--- src/core/dscp_pkg.sv ---
// Purpose: shared constants for the serial command port, both ends
// Assumes: 24-bit frames, MSB first, sixteen channels
// Notes: timing counts derived from the 100 MHz pclk
`default_nettype none
package dscp_pkg;
	localparam int FRAME_BITS = 24;
	localparam int CMD_MSB = 23;
	localparam int CMD_LSB = 20;
	localparam int ADDR_MSB = 19;
	localparam int ADDR_LSB = 16;
	localparam int DATA_MSB = 15;
	localparam int NUM_CH = 16;
	localparam int CLK_NS = 10;
	localparam int SYNC_HIGH_NS = 20;
	localparam int SYNC_HIGH_CYC = (SYNC_HIGH_NS + CLK_NS - 1) / CLK_NS;
	localparam int SCLK_HALF_CYC = 4;
	localparam logic [15:0] CH_RESET_VAL = 16'h0000;
	localparam logic REF_RESET_VAL = 1'b1;
	localparam logic CHAIN_RESET_VAL = 1'b0;
	localparam logic [3:0] CMD_NOP = 4'h0;
	localparam logic [3:0] CMD_WR_IN = 4'h1;
	localparam logic [3:0] CMD_UPD = 4'h2;
	localparam logic [3:0] CMD_WR_UPD = 4'h3;
	localparam logic [3:0] CMD_PWR = 4'h4;
	localparam logic [3:0] CMD_MASK = 4'h5;
	localparam logic [3:0] CMD_SWRST = 4'h6;
	localparam logic [3:0] CMD_REF = 4'h7;
	localparam logic [3:0] CMD_CHAIN = 4'h8;
	localparam logic [3:0] CMD_RDBK = 4'h9;
	localparam logic [3:0] CMD_ALL_IN = 4'hA;
	localparam logic [3:0] CMD_ALL_BOTH = 4'hB;
	localparam logic [3:0] CMD_NOP_CHAIN = 4'hF;
	// APB register offsets of the host controller
	localparam logic [11:0] REG_TX = 12'h000;
	localparam logic [11:0] REG_STATUS = 12'h004;
	localparam logic [11:0] REG_RX = 12'h008;
	localparam logic [11:0] REG_LOAD = 12'h00C;
	localparam int ST_BUSY_BIT = 0;
endpackage
`default_nettype wire

--- src/core/dscp_if.sv ---
// Purpose: serial link between host controller and converter port
// Assumes: plain wires, no clocking block
// Notes: serial output is only valid while frame select is low
`default_nettype none
interface dscp_if;
	logic sync_n;
	logic sclk;
	logic sdi;
	logic sdo;
	logic load_outputs_n;
	modport device (input sync_n, input sclk, input sdi,
		input load_outputs_n, output sdo);
	modport host (output sync_n, output sclk, output sdi,
		output load_outputs_n, input sdo);
endinterface
`default_nettype wire

--- src/core/dscp_device.sv ---
// Summary of operation
// - 24-bit MSB first: command, address, data
// - Shift data in on falling clock edges
// - Execute command when frame select rises
// - Short frame still executes partial contents
// - Host sends exactly 24 clocks per frame
// - Host keeps frame select high 20 ns
// - Address 0 to 15 picks channel
// - Commands reach one, some or all channels
// - Codes 0000 and 1111 do nothing
// - 0001 writes input register, strobe-dependent
// - 0010 copies inputs to outputs by mask
// - 0011 writes output register directly
// - 0100 power state, 0101 strobe mask
// - 0110 soft reset, 0111 reference setup
// - 1000 chain enable, 1001 readback select
// - 1010 all inputs, 1011 all both
// - Codes 1100 to 1110 ignored
// - Strobe low, select high: outputs load
// - Reference on after reset, writable off
// - Reset puts outputs in known state
// - Update data bits select channels
// - Chain enable bit 0: standalone default
// - Readback shifts out during next frame
//
// Purpose: converter end of the serial command port
// Assumes: link pins sampled by pclk; sclk slower than pclk/4
// Notes: output codes are flat 256-bit buses, channel n at [16n+:16]
//
// Local design decisions: the APB register port and the placing of the registers.
`default_nettype none
module dscp_device
	import dscp_pkg::*;
(
	// Clock and reset
	input wire logic pclk,
	input wire logic presetn,
	// Link
	dscp_if.device lnk,
	// Converter state
	output logic [NUM_CH*16-1:0] dac_code,
	output logic [NUM_CH*2-1:0] power_mode,
	output logic ref_enable,
	output logic chain_mode,
	output logic frame_done
);
	// ----------------------------------------------------------------
	// Pin synchronisers
	// ----------------------------------------------------------------
	logic sync_s, sclk_s, sdi_s, strobe_n_s;
	dscp_sync2 u_sync (.pclk(pclk), .presetn(presetn),
		.d(lnk.sync_n), .q(sync_s));
	dscp_sync2 u_sclk (.pclk(pclk), .presetn(presetn),
		.d(lnk.sclk), .q(sclk_s));
	dscp_sync2 u_sdi (.pclk(pclk), .presetn(presetn),
		.d(lnk.sdi), .q(sdi_s));
	dscp_sync2 u_strobe (.pclk(pclk), .presetn(presetn),
		.d(lnk.load_outputs_n), .q(strobe_n_s));

	// Delayed copies reset to the idle pin levels: no false edge after reset
	logic sync_d_ff, sclk_d_ff;
	always_ff @(posedge pclk or negedge presetn) begin
		if (!presetn) begin
			sync_d_ff <= 1'b1;
			sclk_d_ff <= 1'b1;
		end else begin
			sync_d_ff <= sync_s;
			sclk_d_ff <= sclk_s;
		end
	end
	wire sclk_fall = sclk_d_ff & ~sclk_s;
	wire sclk_rise = ~sclk_d_ff & sclk_s;
	wire sync_rise = ~sync_d_ff & sync_s;
	wire sync_fall = sync_d_ff & ~sync_s;

	// ----------------------------------------------------------------
	// Shift register
	// ----------------------------------------------------------------
	logic [FRAME_BITS-1:0] shift_ff;
	logic [FRAME_BITS-1:0] rdbk_ff;
	logic sdo_ff;
	wire shift_en = sclk_fall & ~sync_s;
	wire [FRAME_BITS-1:0] nxt_shift = {shift_ff[FRAME_BITS-2:0], sdi_s};
	always_ff @(posedge pclk or negedge presetn) begin
		if (!presetn) begin
			shift_ff <= '0;
		end else if (sync_fall) begin
			shift_ff <= '0;
		end else if (shift_en) begin
			shift_ff <= nxt_shift;
		end
	end

	wire [3:0] command_code = shift_ff[CMD_MSB:CMD_LSB];
	wire [3:0] channel_address = shift_ff[ADDR_MSB:ADDR_LSB];
	wire [15:0] data_word = shift_ff[DATA_MSB:0];

	// ----------------------------------------------------------------
	// Channel registers
	// ----------------------------------------------------------------
	logic [15:0] in_ff [NUM_CH];
	logic [15:0] out_ff [NUM_CH];
	logic [15:0] mask_ff;
	logic [NUM_CH*2-1:0] pwr_ff;
	logic ref_ff, chain_ff, rd_pend_ff;
	logic [3:0] rd_sel_ff;

	// Executes on select rise, even for short frames
	wire exec = sync_rise;
	wire do_rst = exec && command_code == CMD_SWRST;
	wire hw_load = sync_s & ~strobe_n_s;

	always_ff @(posedge pclk or negedge presetn) begin
		if (!presetn) begin
			for (int i = 0; i < NUM_CH; i++) begin
				in_ff[i] <= CH_RESET_VAL;
				out_ff[i] <= CH_RESET_VAL;
			end
		end else if (do_rst) begin
			for (int i = 0; i < NUM_CH; i++) begin
				in_ff[i] <= CH_RESET_VAL;
				out_ff[i] <= CH_RESET_VAL;
			end
		end else begin
			for (int i = 0; i < NUM_CH; i++) begin
				if (exec) begin
					unique case (command_code)
					CMD_WR_IN: if (channel_address == 4'(i))
						in_ff[i] <= data_word;
					CMD_UPD: if (data_word[i])
						out_ff[i] <= in_ff[i];
					CMD_WR_UPD: if (channel_address == 4'(i)) begin
						in_ff[i] <= data_word;
						out_ff[i] <= data_word;
					end
					CMD_ALL_IN: in_ff[i] <= data_word;
					CMD_ALL_BOTH: begin
						in_ff[i] <= data_word;
						out_ff[i] <= data_word;
					end
					default: ;
					endcase
				end else if (hw_load && !mask_ff[i]) begin
					out_ff[i] <= in_ff[i];
				end
			end
		end
	end

	// Mode registers; reserved codes fall to default and hold
	always_ff @(posedge pclk or negedge presetn) begin
		if (!presetn) begin
			mask_ff <= 16'h0000;
			pwr_ff <= '0;
			ref_ff <= REF_RESET_VAL;
			chain_ff <= CHAIN_RESET_VAL;
			rd_sel_ff <= 4'h0;
		end else if (do_rst) begin
			mask_ff <= 16'h0000;
			pwr_ff <= '0;
			ref_ff <= REF_RESET_VAL;
			chain_ff <= CHAIN_RESET_VAL;
			rd_sel_ff <= 4'h0;
		end else if (exec) begin
			unique case (command_code)
			CMD_PWR: begin
				if (channel_address[3])
					pwr_ff[31:16] <= data_word;
				else
					pwr_ff[15:0] <= data_word;
			end
			CMD_MASK: mask_ff <= data_word;
			CMD_REF: ref_ff <= ~data_word[0];
			CMD_CHAIN: chain_ff <= data_word[0];
			CMD_RDBK: rd_sel_ff <= channel_address;
			default: ;
			endcase
		end
	end

	// ----------------------------------------------------------------
	// Serial output: readback and chain
	// ----------------------------------------------------------------
	// Readback armed by one frame, consumed by the next
	wire [FRAME_BITS-1:0] rdbk_load = {4'h0, rd_sel_ff, in_ff[rd_sel_ff]};
	always_ff @(posedge pclk or negedge presetn) begin
		if (!presetn) begin
			rd_pend_ff <= 1'b0;
			rdbk_ff <= '0;
			sdo_ff <= 1'b0;
			frame_done <= 1'b0;
		end else begin
			frame_done <= exec;
			if (exec)
				rd_pend_ff <= command_code == CMD_RDBK && !do_rst;
			if (sync_fall) begin
				rdbk_ff <= rdbk_load;
				// First bit must stand before the host's first sample
				if (rd_pend_ff)
					sdo_ff <= rdbk_load[FRAME_BITS-1];
				else if (chain_ff)
					sdo_ff <= 1'b0;
			end else if (shift_en)
				rdbk_ff <= {rdbk_ff[FRAME_BITS-2:0], 1'b0};
			// Output moves on the rising edge, valid at the falling one
			if (sclk_rise && !sync_s) begin
				if (rd_pend_ff)
					sdo_ff <= rdbk_ff[FRAME_BITS-1];
				else if (chain_ff)
					sdo_ff <= shift_ff[FRAME_BITS-1];
			end
		end
	end
	assign lnk.sdo = sdo_ff;

	always_comb begin
		for (int i = 0; i < NUM_CH; i++)
			dac_code[i*16 +: 16] = out_ff[i];
	end
	assign power_mode = pwr_ff;
	assign ref_enable = ref_ff;
	assign chain_mode = chain_ff;
endmodule
`default_nettype wire

--- src/core/dscp_sync2.sv ---
// Purpose: two-flop synchroniser for one pin
// Assumes: d is asynchronous to clk
// Notes: the first stage is read only by the second
`default_nettype none
module dscp_sync2 (
	// Clock and reset
	input wire logic pclk,
	input wire logic presetn,
	// Data
	input wire logic d,
	output logic q
);
	logic meta_ff;
	always_ff @(posedge pclk or negedge presetn) begin
		if (!presetn) begin
			meta_ff <= 1'b1;
			q <= 1'b1;
		end else begin
			meta_ff <= d;
			q <= meta_ff;
		end
	end
endmodule
`default_nettype wire

--- src/flat_wrapper.sv ---
// flat-port wrapper written by rule: the top's interface ports become plain ports
module dscp_device_flat import dscp_pkg::*;
  (pclk, presetn, dac_code, power_mode, ref_enable, chain_mode, frame_done, lnk_sync_n, lnk_sclk, lnk_sdi, lnk_load_outputs_n, lnk_sdo);
  dscp_if lnk_i ();
  input wire logic pclk;
  input wire logic presetn;
  output logic [NUM_CH*16-1:0] dac_code;
  output logic [NUM_CH*2-1:0] power_mode;
  output logic ref_enable;
  output logic chain_mode;
  output logic frame_done;
  input wire logic [$bits(lnk_i.sync_n)-1:0] lnk_sync_n;
  input wire logic [$bits(lnk_i.sclk)-1:0] lnk_sclk;
  input wire logic [$bits(lnk_i.sdi)-1:0] lnk_sdi;
  input wire logic [$bits(lnk_i.load_outputs_n)-1:0] lnk_load_outputs_n;
  output wire logic [$bits(lnk_i.sdo)-1:0] lnk_sdo;
  assign lnk_i.sync_n = lnk_sync_n;
  assign lnk_i.sclk = lnk_sclk;
  assign lnk_i.sdi = lnk_sdi;
  assign lnk_i.load_outputs_n = lnk_load_outputs_n;
  assign lnk_sdo = lnk_i.sdo;
  dscp_device u_core (.pclk(pclk), .presetn(presetn), .lnk(lnk_i), .dac_code(dac_code), .power_mode(power_mode), .ref_enable(ref_enable), .chain_mode(chain_mode), .frame_done(frame_done));
endmodule
--- config.mk ---
export PLATFORM = sky130hd
export DESIGN_NAME = dscp_device_flat
export DESIGN_NICKNAME = d
export VERILOG_FILES = /design/src/core/dscp_pkg.sv /design/src/core/dscp_if.sv /design/src/core/dscp_device.sv /design/src/core/dscp_sync2.sv /design/src/flat_wrapper.sv
export SDC_FILE = /design/constraint.sdc
export NUM_CORES = 1
export LEC_CHECK = 0
export ABC_AREA = 1
export BUFFER_PORTS_ARGS = -buffer_cell sky130_fd_sc_hd__buf_4
export CORE_MARGIN = 2
export CORE_UTILIZATION = 39
export CTS_CLUSTER_SIZE = 40
export DETAILED_ROUTE_END_ITERATION = 12
export SKIP_LAST_GASP = 1
export SYNTH_ARGS = -nofsm -noshare
export SYNTH_HDL_FRONTEND = slang
export SYNTH_HIERARCHICAL = 1
export SYNTH_SLANG_ARGS = --single-unit
--- constraint.sdc ---
create_clock -name pclk -period 2.35 [get_ports pclk]
set_clock_uncertainty 0.05 [all_clocks]
set_input_delay 0.47 -clock pclk [delete_from_list [all_inputs] [get_ports pclk]]
set_output_delay 0.47 -clock pclk [all_outputs]
set_load 0.005 [all_outputs]
Word level (Yosys, flattened, before mapping)
Index checks and enable logic that the tools add are counted.

$lt $le $gt $ge: 1. Equal/unequal tests: 76. Muxes and demuxes: 144. Bitwise logic cells: 13. Reductions and logical operators: 103.

Operators with widths (count): 16-bit two-way mux (87); 16-bit one-hot mux with 3 select lines (16); 256-bit two-way mux (2); 16-bit one-hot mux with 2 select lines (16); 24-bit two-way mux (4); 32-bit two-way mux (3); 16-bit binary-select mux with 4-bit select (1); 4-bit by 3-bit != test with 1-bit output, second input constant (16); 4-bit != test, second input constant (16); 4-bit AND reduction (16); 3-bit AND reduction (18); 3-bit nonzero test (17); 4-bit equality test, second input constant (12); 3-bit by 1-bit != test with 1-bit output, second input constant (16); 4-bit by 3-bit equality test with 1-bit output, second input constant (8); 1-bit logical AND (19); 1-bit logical NOT (18); 4-bit by 2-bit equality test with 1-bit output, second input constant (4); 2-bit nonzero test (8); 1-bit two-way mux (12); 4-bit two-way mux (3); 4-bit by 1-bit equality test with 1-bit output, second input constant (2); 2-bit AND reduction (4); 1-bit AND (6); other kinds (7) (13).

Register bits: 627. Bits of input ports: 6. Output and inout bits: 292. Word-level logic and storage cells: 390.

Depth between registers and ports, before layout
Word-level depth: 6. Gate-level depth with buffers: 13. Gate-level depth less buffers: 9.

Cells and area by module
Netlist, hierarchy kept.

By module, submodules not included: dscp_device (instances 1, cells an instance 3775, area each 29281.8 sq um, seq. area each 15493.6 sq um); dscp_sync2 (instances 4, cells an instance 2, area each 52.6 sq um, seq. area each 52.6 sq um).

Least setup slack after synthesis
OpenSTA, ideal clock, no wires.

Kind: register -> register. Start point: reg u_core.shift_ff[20]. End point: reg u_core.out_ff, in the netlist u_core/dac_code[192]. Library setup time: 0.123 ns. Arrival time: 1.721 ns. Required time: 2.177 ns. Setup slack: 0.456 ns. Cell stages (with the launch flop): 14. Path buffers: 5. Period minus slack after synthesis: 1.894 ns. Cells stage by stage: dfrtp_1 > buf_2 > inv_2 > nand2_2 > nor2_4 > nand2_4 > buf_6 > buf_6 > inv_2 > buf_2 > buf_2 > a21oi_1 > nand2_1 > nand2_1.

Longest elaborated chain between the ends: 4. Elaborated cells on any way between the ends: 13. Those cells by class: eq/ne (7); mux (3); reduce/logical (3).

RTL lines: start: declaration (RTL line dscp_device.sv:79) `logic [FRAME_BITS-1:0] shift_ff;`; start signal: assignment (RTL line dscp_device.sv:90) `shift_ff <= nxt_shift;`; 4-bit by 3-bit equality test with 1-bit output (tied with other cells) (RTL line dscp_device.sv:110) `wire do_rst = exec && command_code == CMD_SWRST;`; 1-bit logical AND or 16-bit one-hot mux with 3 select lines (tied branches) (RTL line dscp_device.sv:110, dscp_device.sv:127); 5-bit != test (no source line) (tied with other cells); 4-bit AND reduction (no source line) or 256-bit two-way mux (tied branches); end signal: indexed assignment (RTL line dscp_device.sv:131) `out_ff[i] <= in_ff[i];`; end signal: indexed assignment (RTL line dscp_device.sv:134) `out_ff[i] <= data_word;`; end signal: indexed assignment (RTL line dscp_device.sv:139) `out_ff[i] <= data_word;`; end: declaration (RTL line dscp_device.sv:102) `logic [15:0] out_ff [NUM_CH];`.

Parallel ways exist; a longest one is shown, timed or not. A chain may end at the register's enable or synchronous reset.

Worst setup path after layout
Start point: reg u_core.u_sync.q. End point: reg u_core.out_ff, in the netlist u_core/dac_code[217].

Longest elaborated chain between the ends: 4. Elaborated cells on any way between the ends: 11. Those cells by class: eq/ne (3); mux (2); bitwise (2); reduce/logical (4).

RTL lines: start: declaration (RTL line dscp_sync2.sv:11) `output logic q`; start signal: assignment (RTL line dscp_sync2.sv:20) `q <= meta_ff;`; 1-bit AND, on equally long branches (RTL line dscp_device.sv:73, dscp_device.sv:111); 1-bit logical AND, on equally long branches (RTL line dscp_device.sv:110, dscp_device.sv:143); 5-bit != test (no source line) (tied with other cells); 4-bit AND reduction (no source line).

Parallel ways exist; a longest one is shown, timed or not.

==> results.md <==
- Tmin final: 2.269 ns
- Via density: 5.532
- Mapped Nets: 3,789
- Maxcap violations: 0
- GRT Total Usage: 29.43%
- Final hold violations: 0
- Mapped Area: 29,490 µm²
- Die area: 77,840 µm²
- Reg2reg setup slack: 0.08 ns
- Cell taking the most area after synthesis: dfrtp_1
- Num CTS Buffers: 72
- IO Port Bufs: 297
- Worst-path clk slew: 0.06 ns
- H-tree lvl count: 3
- DIE HEIGHT: 279.0 µm
- Layout area overhead: 24.54%
- Most area-consuming cells after synthesis: dfrtp_1, nand2_1, o21ai_0, a21oi_1, nand3_1
- Post-synth EDFFs: 0
- Routed len/inst: 22.52 µm
- Clock root cell: clkbuf_16
- Top-area cell type share of the netlist area: 52.27%
- Most common cell after layout, fill and taps aside: nand2_1
- Final Total Pwr: 0.02355 W
- First drt pass iteration count: 7
- CP Max Fanout: 13
- Share of cells above drive strength 1: 17.06%
- Final setup violation count: 0
- Met3 GRT Util: 5.431%
- Seq/Total Area, Yosys: 53.25%
- Crit path launch type: flip-flop
- DR vias: 28,400
- Slew margin rel.: 52.86%
- Final GP Congestion: 0.9729
- IO Pins: 298
- Worst setup EP type: flip-flop
- Mean post-synth cell area: 7.796 µm²
- Reg2reg path depth: 9
- Vias in the first global route: 26,740
- Req. time, crit path: 2.86 ns
- Worst VDD drop: 0.6327 mV
- Prevailing post-synth register cell: dfrtp_1
- Placed cell count: 4,995
- RR Endpoint: u_core/dac_code[217]$_DFFE_PN0P_
- GRT overflow: 0
- Hpwl dp: 79.98 mm
- Sink Count: 627
- Register bit total from synthesis: 627
- Slew @ Worst Pin: 0.7044 ns
- RSZ-0062 raised after global routing: true
- Asr flop ratio synth: 100.0%
- Power Density: 641.0 nW/µm²
- Critical R2R Launch: u_core/u_sync/q$_DFF_PN1_
- Crit path DAT: 2.77 ns
- Final wirelength: 115.6 mm
- Yosys warnings: 6
- Commonest non-fill, non-tap cells in the layout: nand2_1, o21ai_0, dfrtp_1
- Die Width: 279.0 µm
- Hold-critical path depth: 0
- Slew Limit Fails: 0
- Post-synthesis cell type count: 31
- HP Class: flip-flop to flip-flop
- First DRT Iteration DRCs: 3,795
- Non-filler instance count after layout: 5,133
- Leakage power: 18.13 nW
- First-pass GRT wire length: 172.1 mm
- Final ANT Viol Nets: 0
- Max clock buf depth: 3
- Core area: 74,700 µm²
- Worst Hold Endpoint: u_core/u_sclk/q$_DFF_PN1_
- Initial Util: 39.48%
- Largest net degree at the start of global routing: 99
- Row cnt: 100
- FMAX: 440.8 MHz
- Met2 Use GR: 43.23%
- Status: finished, final reports clean
- Initial antenna violation count: 3
- TritonCTS clock tree: yes
- Top Usage Layer GRT: met2
- Net count, final: 4,112
- Core Util, Final: 49.17%
- Worst-skew pair later-pin latency: 0.62 ns
- Hold_sp: u_core/u_sclk/meta_ff$_DFF_PN1_
- DRC violations left: 0
- M1 GR Usage: 42.96%
- Final period utilization: 96.54%
- Post-Synthesis Cells: 3,783
- Crit Path Class: flip-flop to flip-flop
## critical path, cell delays in order (launching register included)
cell,delay (ns)
dfstp_2,0.60
inv_2,0.08
nor2_4,0.14
nand3_4,0.14
inv_6,0.18
nand2_2,0.27
buf_4,0.31
a21oi_1,0.26
nand2_1,0.08
nand2_1,0.07
## what timing repair did
action / 4_1_cts / 5_1_grt
gates resized for setup: 3 / 12
endpoints found under the setup margin: 79 / 100
endpoints found under the hold margin: 21 / 0
buffers inserted: 0 / 1
hold buffers: 5 / 0
pin swaps: 0 / 1
## per-layer routing
| metal | vias up | routed length (µm) | share of wire (%) |
|---|---|---|---|
| met4 | 0 | 4516 | 3.9 |
| met2 | 1442 | 49960 | 43 |
| met5 | - | 0 | 0 |
| li1 | 12990 | - | - |
| met3 | 212 | 11100 | 9.6 |
| met1 | 13760 | 50000 | 43 |
## cell families (layout without fill, tap and decap cells)
logic type	Yosys count	in the layout	share of synthesized area, %
other cells	0	2	0
flops	627	627	53.25
simple gates	1724	1724	23.47
compound gates	985	985	17.06
buf+inv	447	826	6.220
## where the power goes
part	switching [W]	internal (W)	leakage, nW	total, W
clock	0.00468	0.00714	1.24	0.0118
combinational	0.000686	0.000191	8.18	0.000876
sequential	0.0000183	0.0108	8.71	0.0108
## cell type report
type                            count  area, µm²
Tap cell                          969       1212
Antenna cell                        2      5.005
Clock inverter                     24      302.8
Timing Repair Buffer              518       4608
Fill cell                        7355      37970
Inverter                          178      678.2
Multi-Input combinational cell   2709      12020
Sequential cell                   627      15710
Clock buffer                      106       2193
## synthesized netlist by cell type, types with 13 or more instances
| cell | number |
|---|---|
| o211ai_1 | 27 |
| a21oi_1 | 251 |
| nand2_2 | 30 |
| o21ai_1 | 30 |
| buf_2 | 68 |
| nor2_1 | 159 |
| clkbuf_1 | 174 |
| buf_1 | 13 |
| o22ai_1 | 16 |
| inv_1 | 168 |
| dfrtp_1 | 616 |
| nand2_1 | 1328 |
| nand3_1 | 179 |
| o21ai_0 | 655 |
## worst max-delay path by stage
stage | to | slack (ns) | start | cells after the start
finish | u_core/dac_code[217]$_DFFE_PN0P_ | 0.08 | u_core/u_sync/q$_DFF_PN1_ | 9
global route | u_core/dac_code[62]$_DFFE_PN0P_ | -0.02 | u_core/shift_ff[21]$_DFFE_PN0P_ | 10
CTS | u_core/dac_code[249]$_DFFE_PN0P_ | 0.08 | u_core/sync_d_ff$_DFF_PN1_ | 9
detailed placement | u_core/dac_code[62]$_DFFE_PN0P_ | -0.09 | u_core/u_sync/q$_DFF_PN1_ | 9
global placement | u_core/dac_code[62]$_DFFE_PN0P_ | -0.13 | u_core/u_sync/q$_DFF_PN1_ | 9
floorplan | u_core/dac_code[192]$_DFFE_PN0P_ | 0.46 | u_core/shift_ff[20]$_DFFE_PN0P_ | 13
## flip-flops by register name (all words and copies together), names as in the netlist, 4 cells and up
register           cells
u_core/power_mode     32
u_core/dac_code      256
u_core/in_ff         256
u_core/mask_ff        16
u_core/rd_sel_ff       4
u_core/shift_ff       24
u_core/rdbk_ff        24
## per-stage QoR
| step | worst slack (ns) | area, µm² | setup TNS, ns | hold slack, ns |
|---|---|---|---|---|
| 6_report | 0.08135 | 36730 | 0 | 0.3047 |
| 5_1_grt | -0.02417 | 36730 | -0.1183 | 0.3073 |
| 4_1_cts | 0.07942 | 36640 | 0 | 0.3049 |
| 3_5_place_dp | -0.09174 | 34080 | -2.202 | 0.2968 |
| 3_3_place_gp | -0.1253 | 34080 | -0.7014 | 0.2960 |
| 2_1_floorplan | 0.4563 | 29490 | 0 | 0.1244 |
Note: power is estimated with default switching activity, not from simulation.
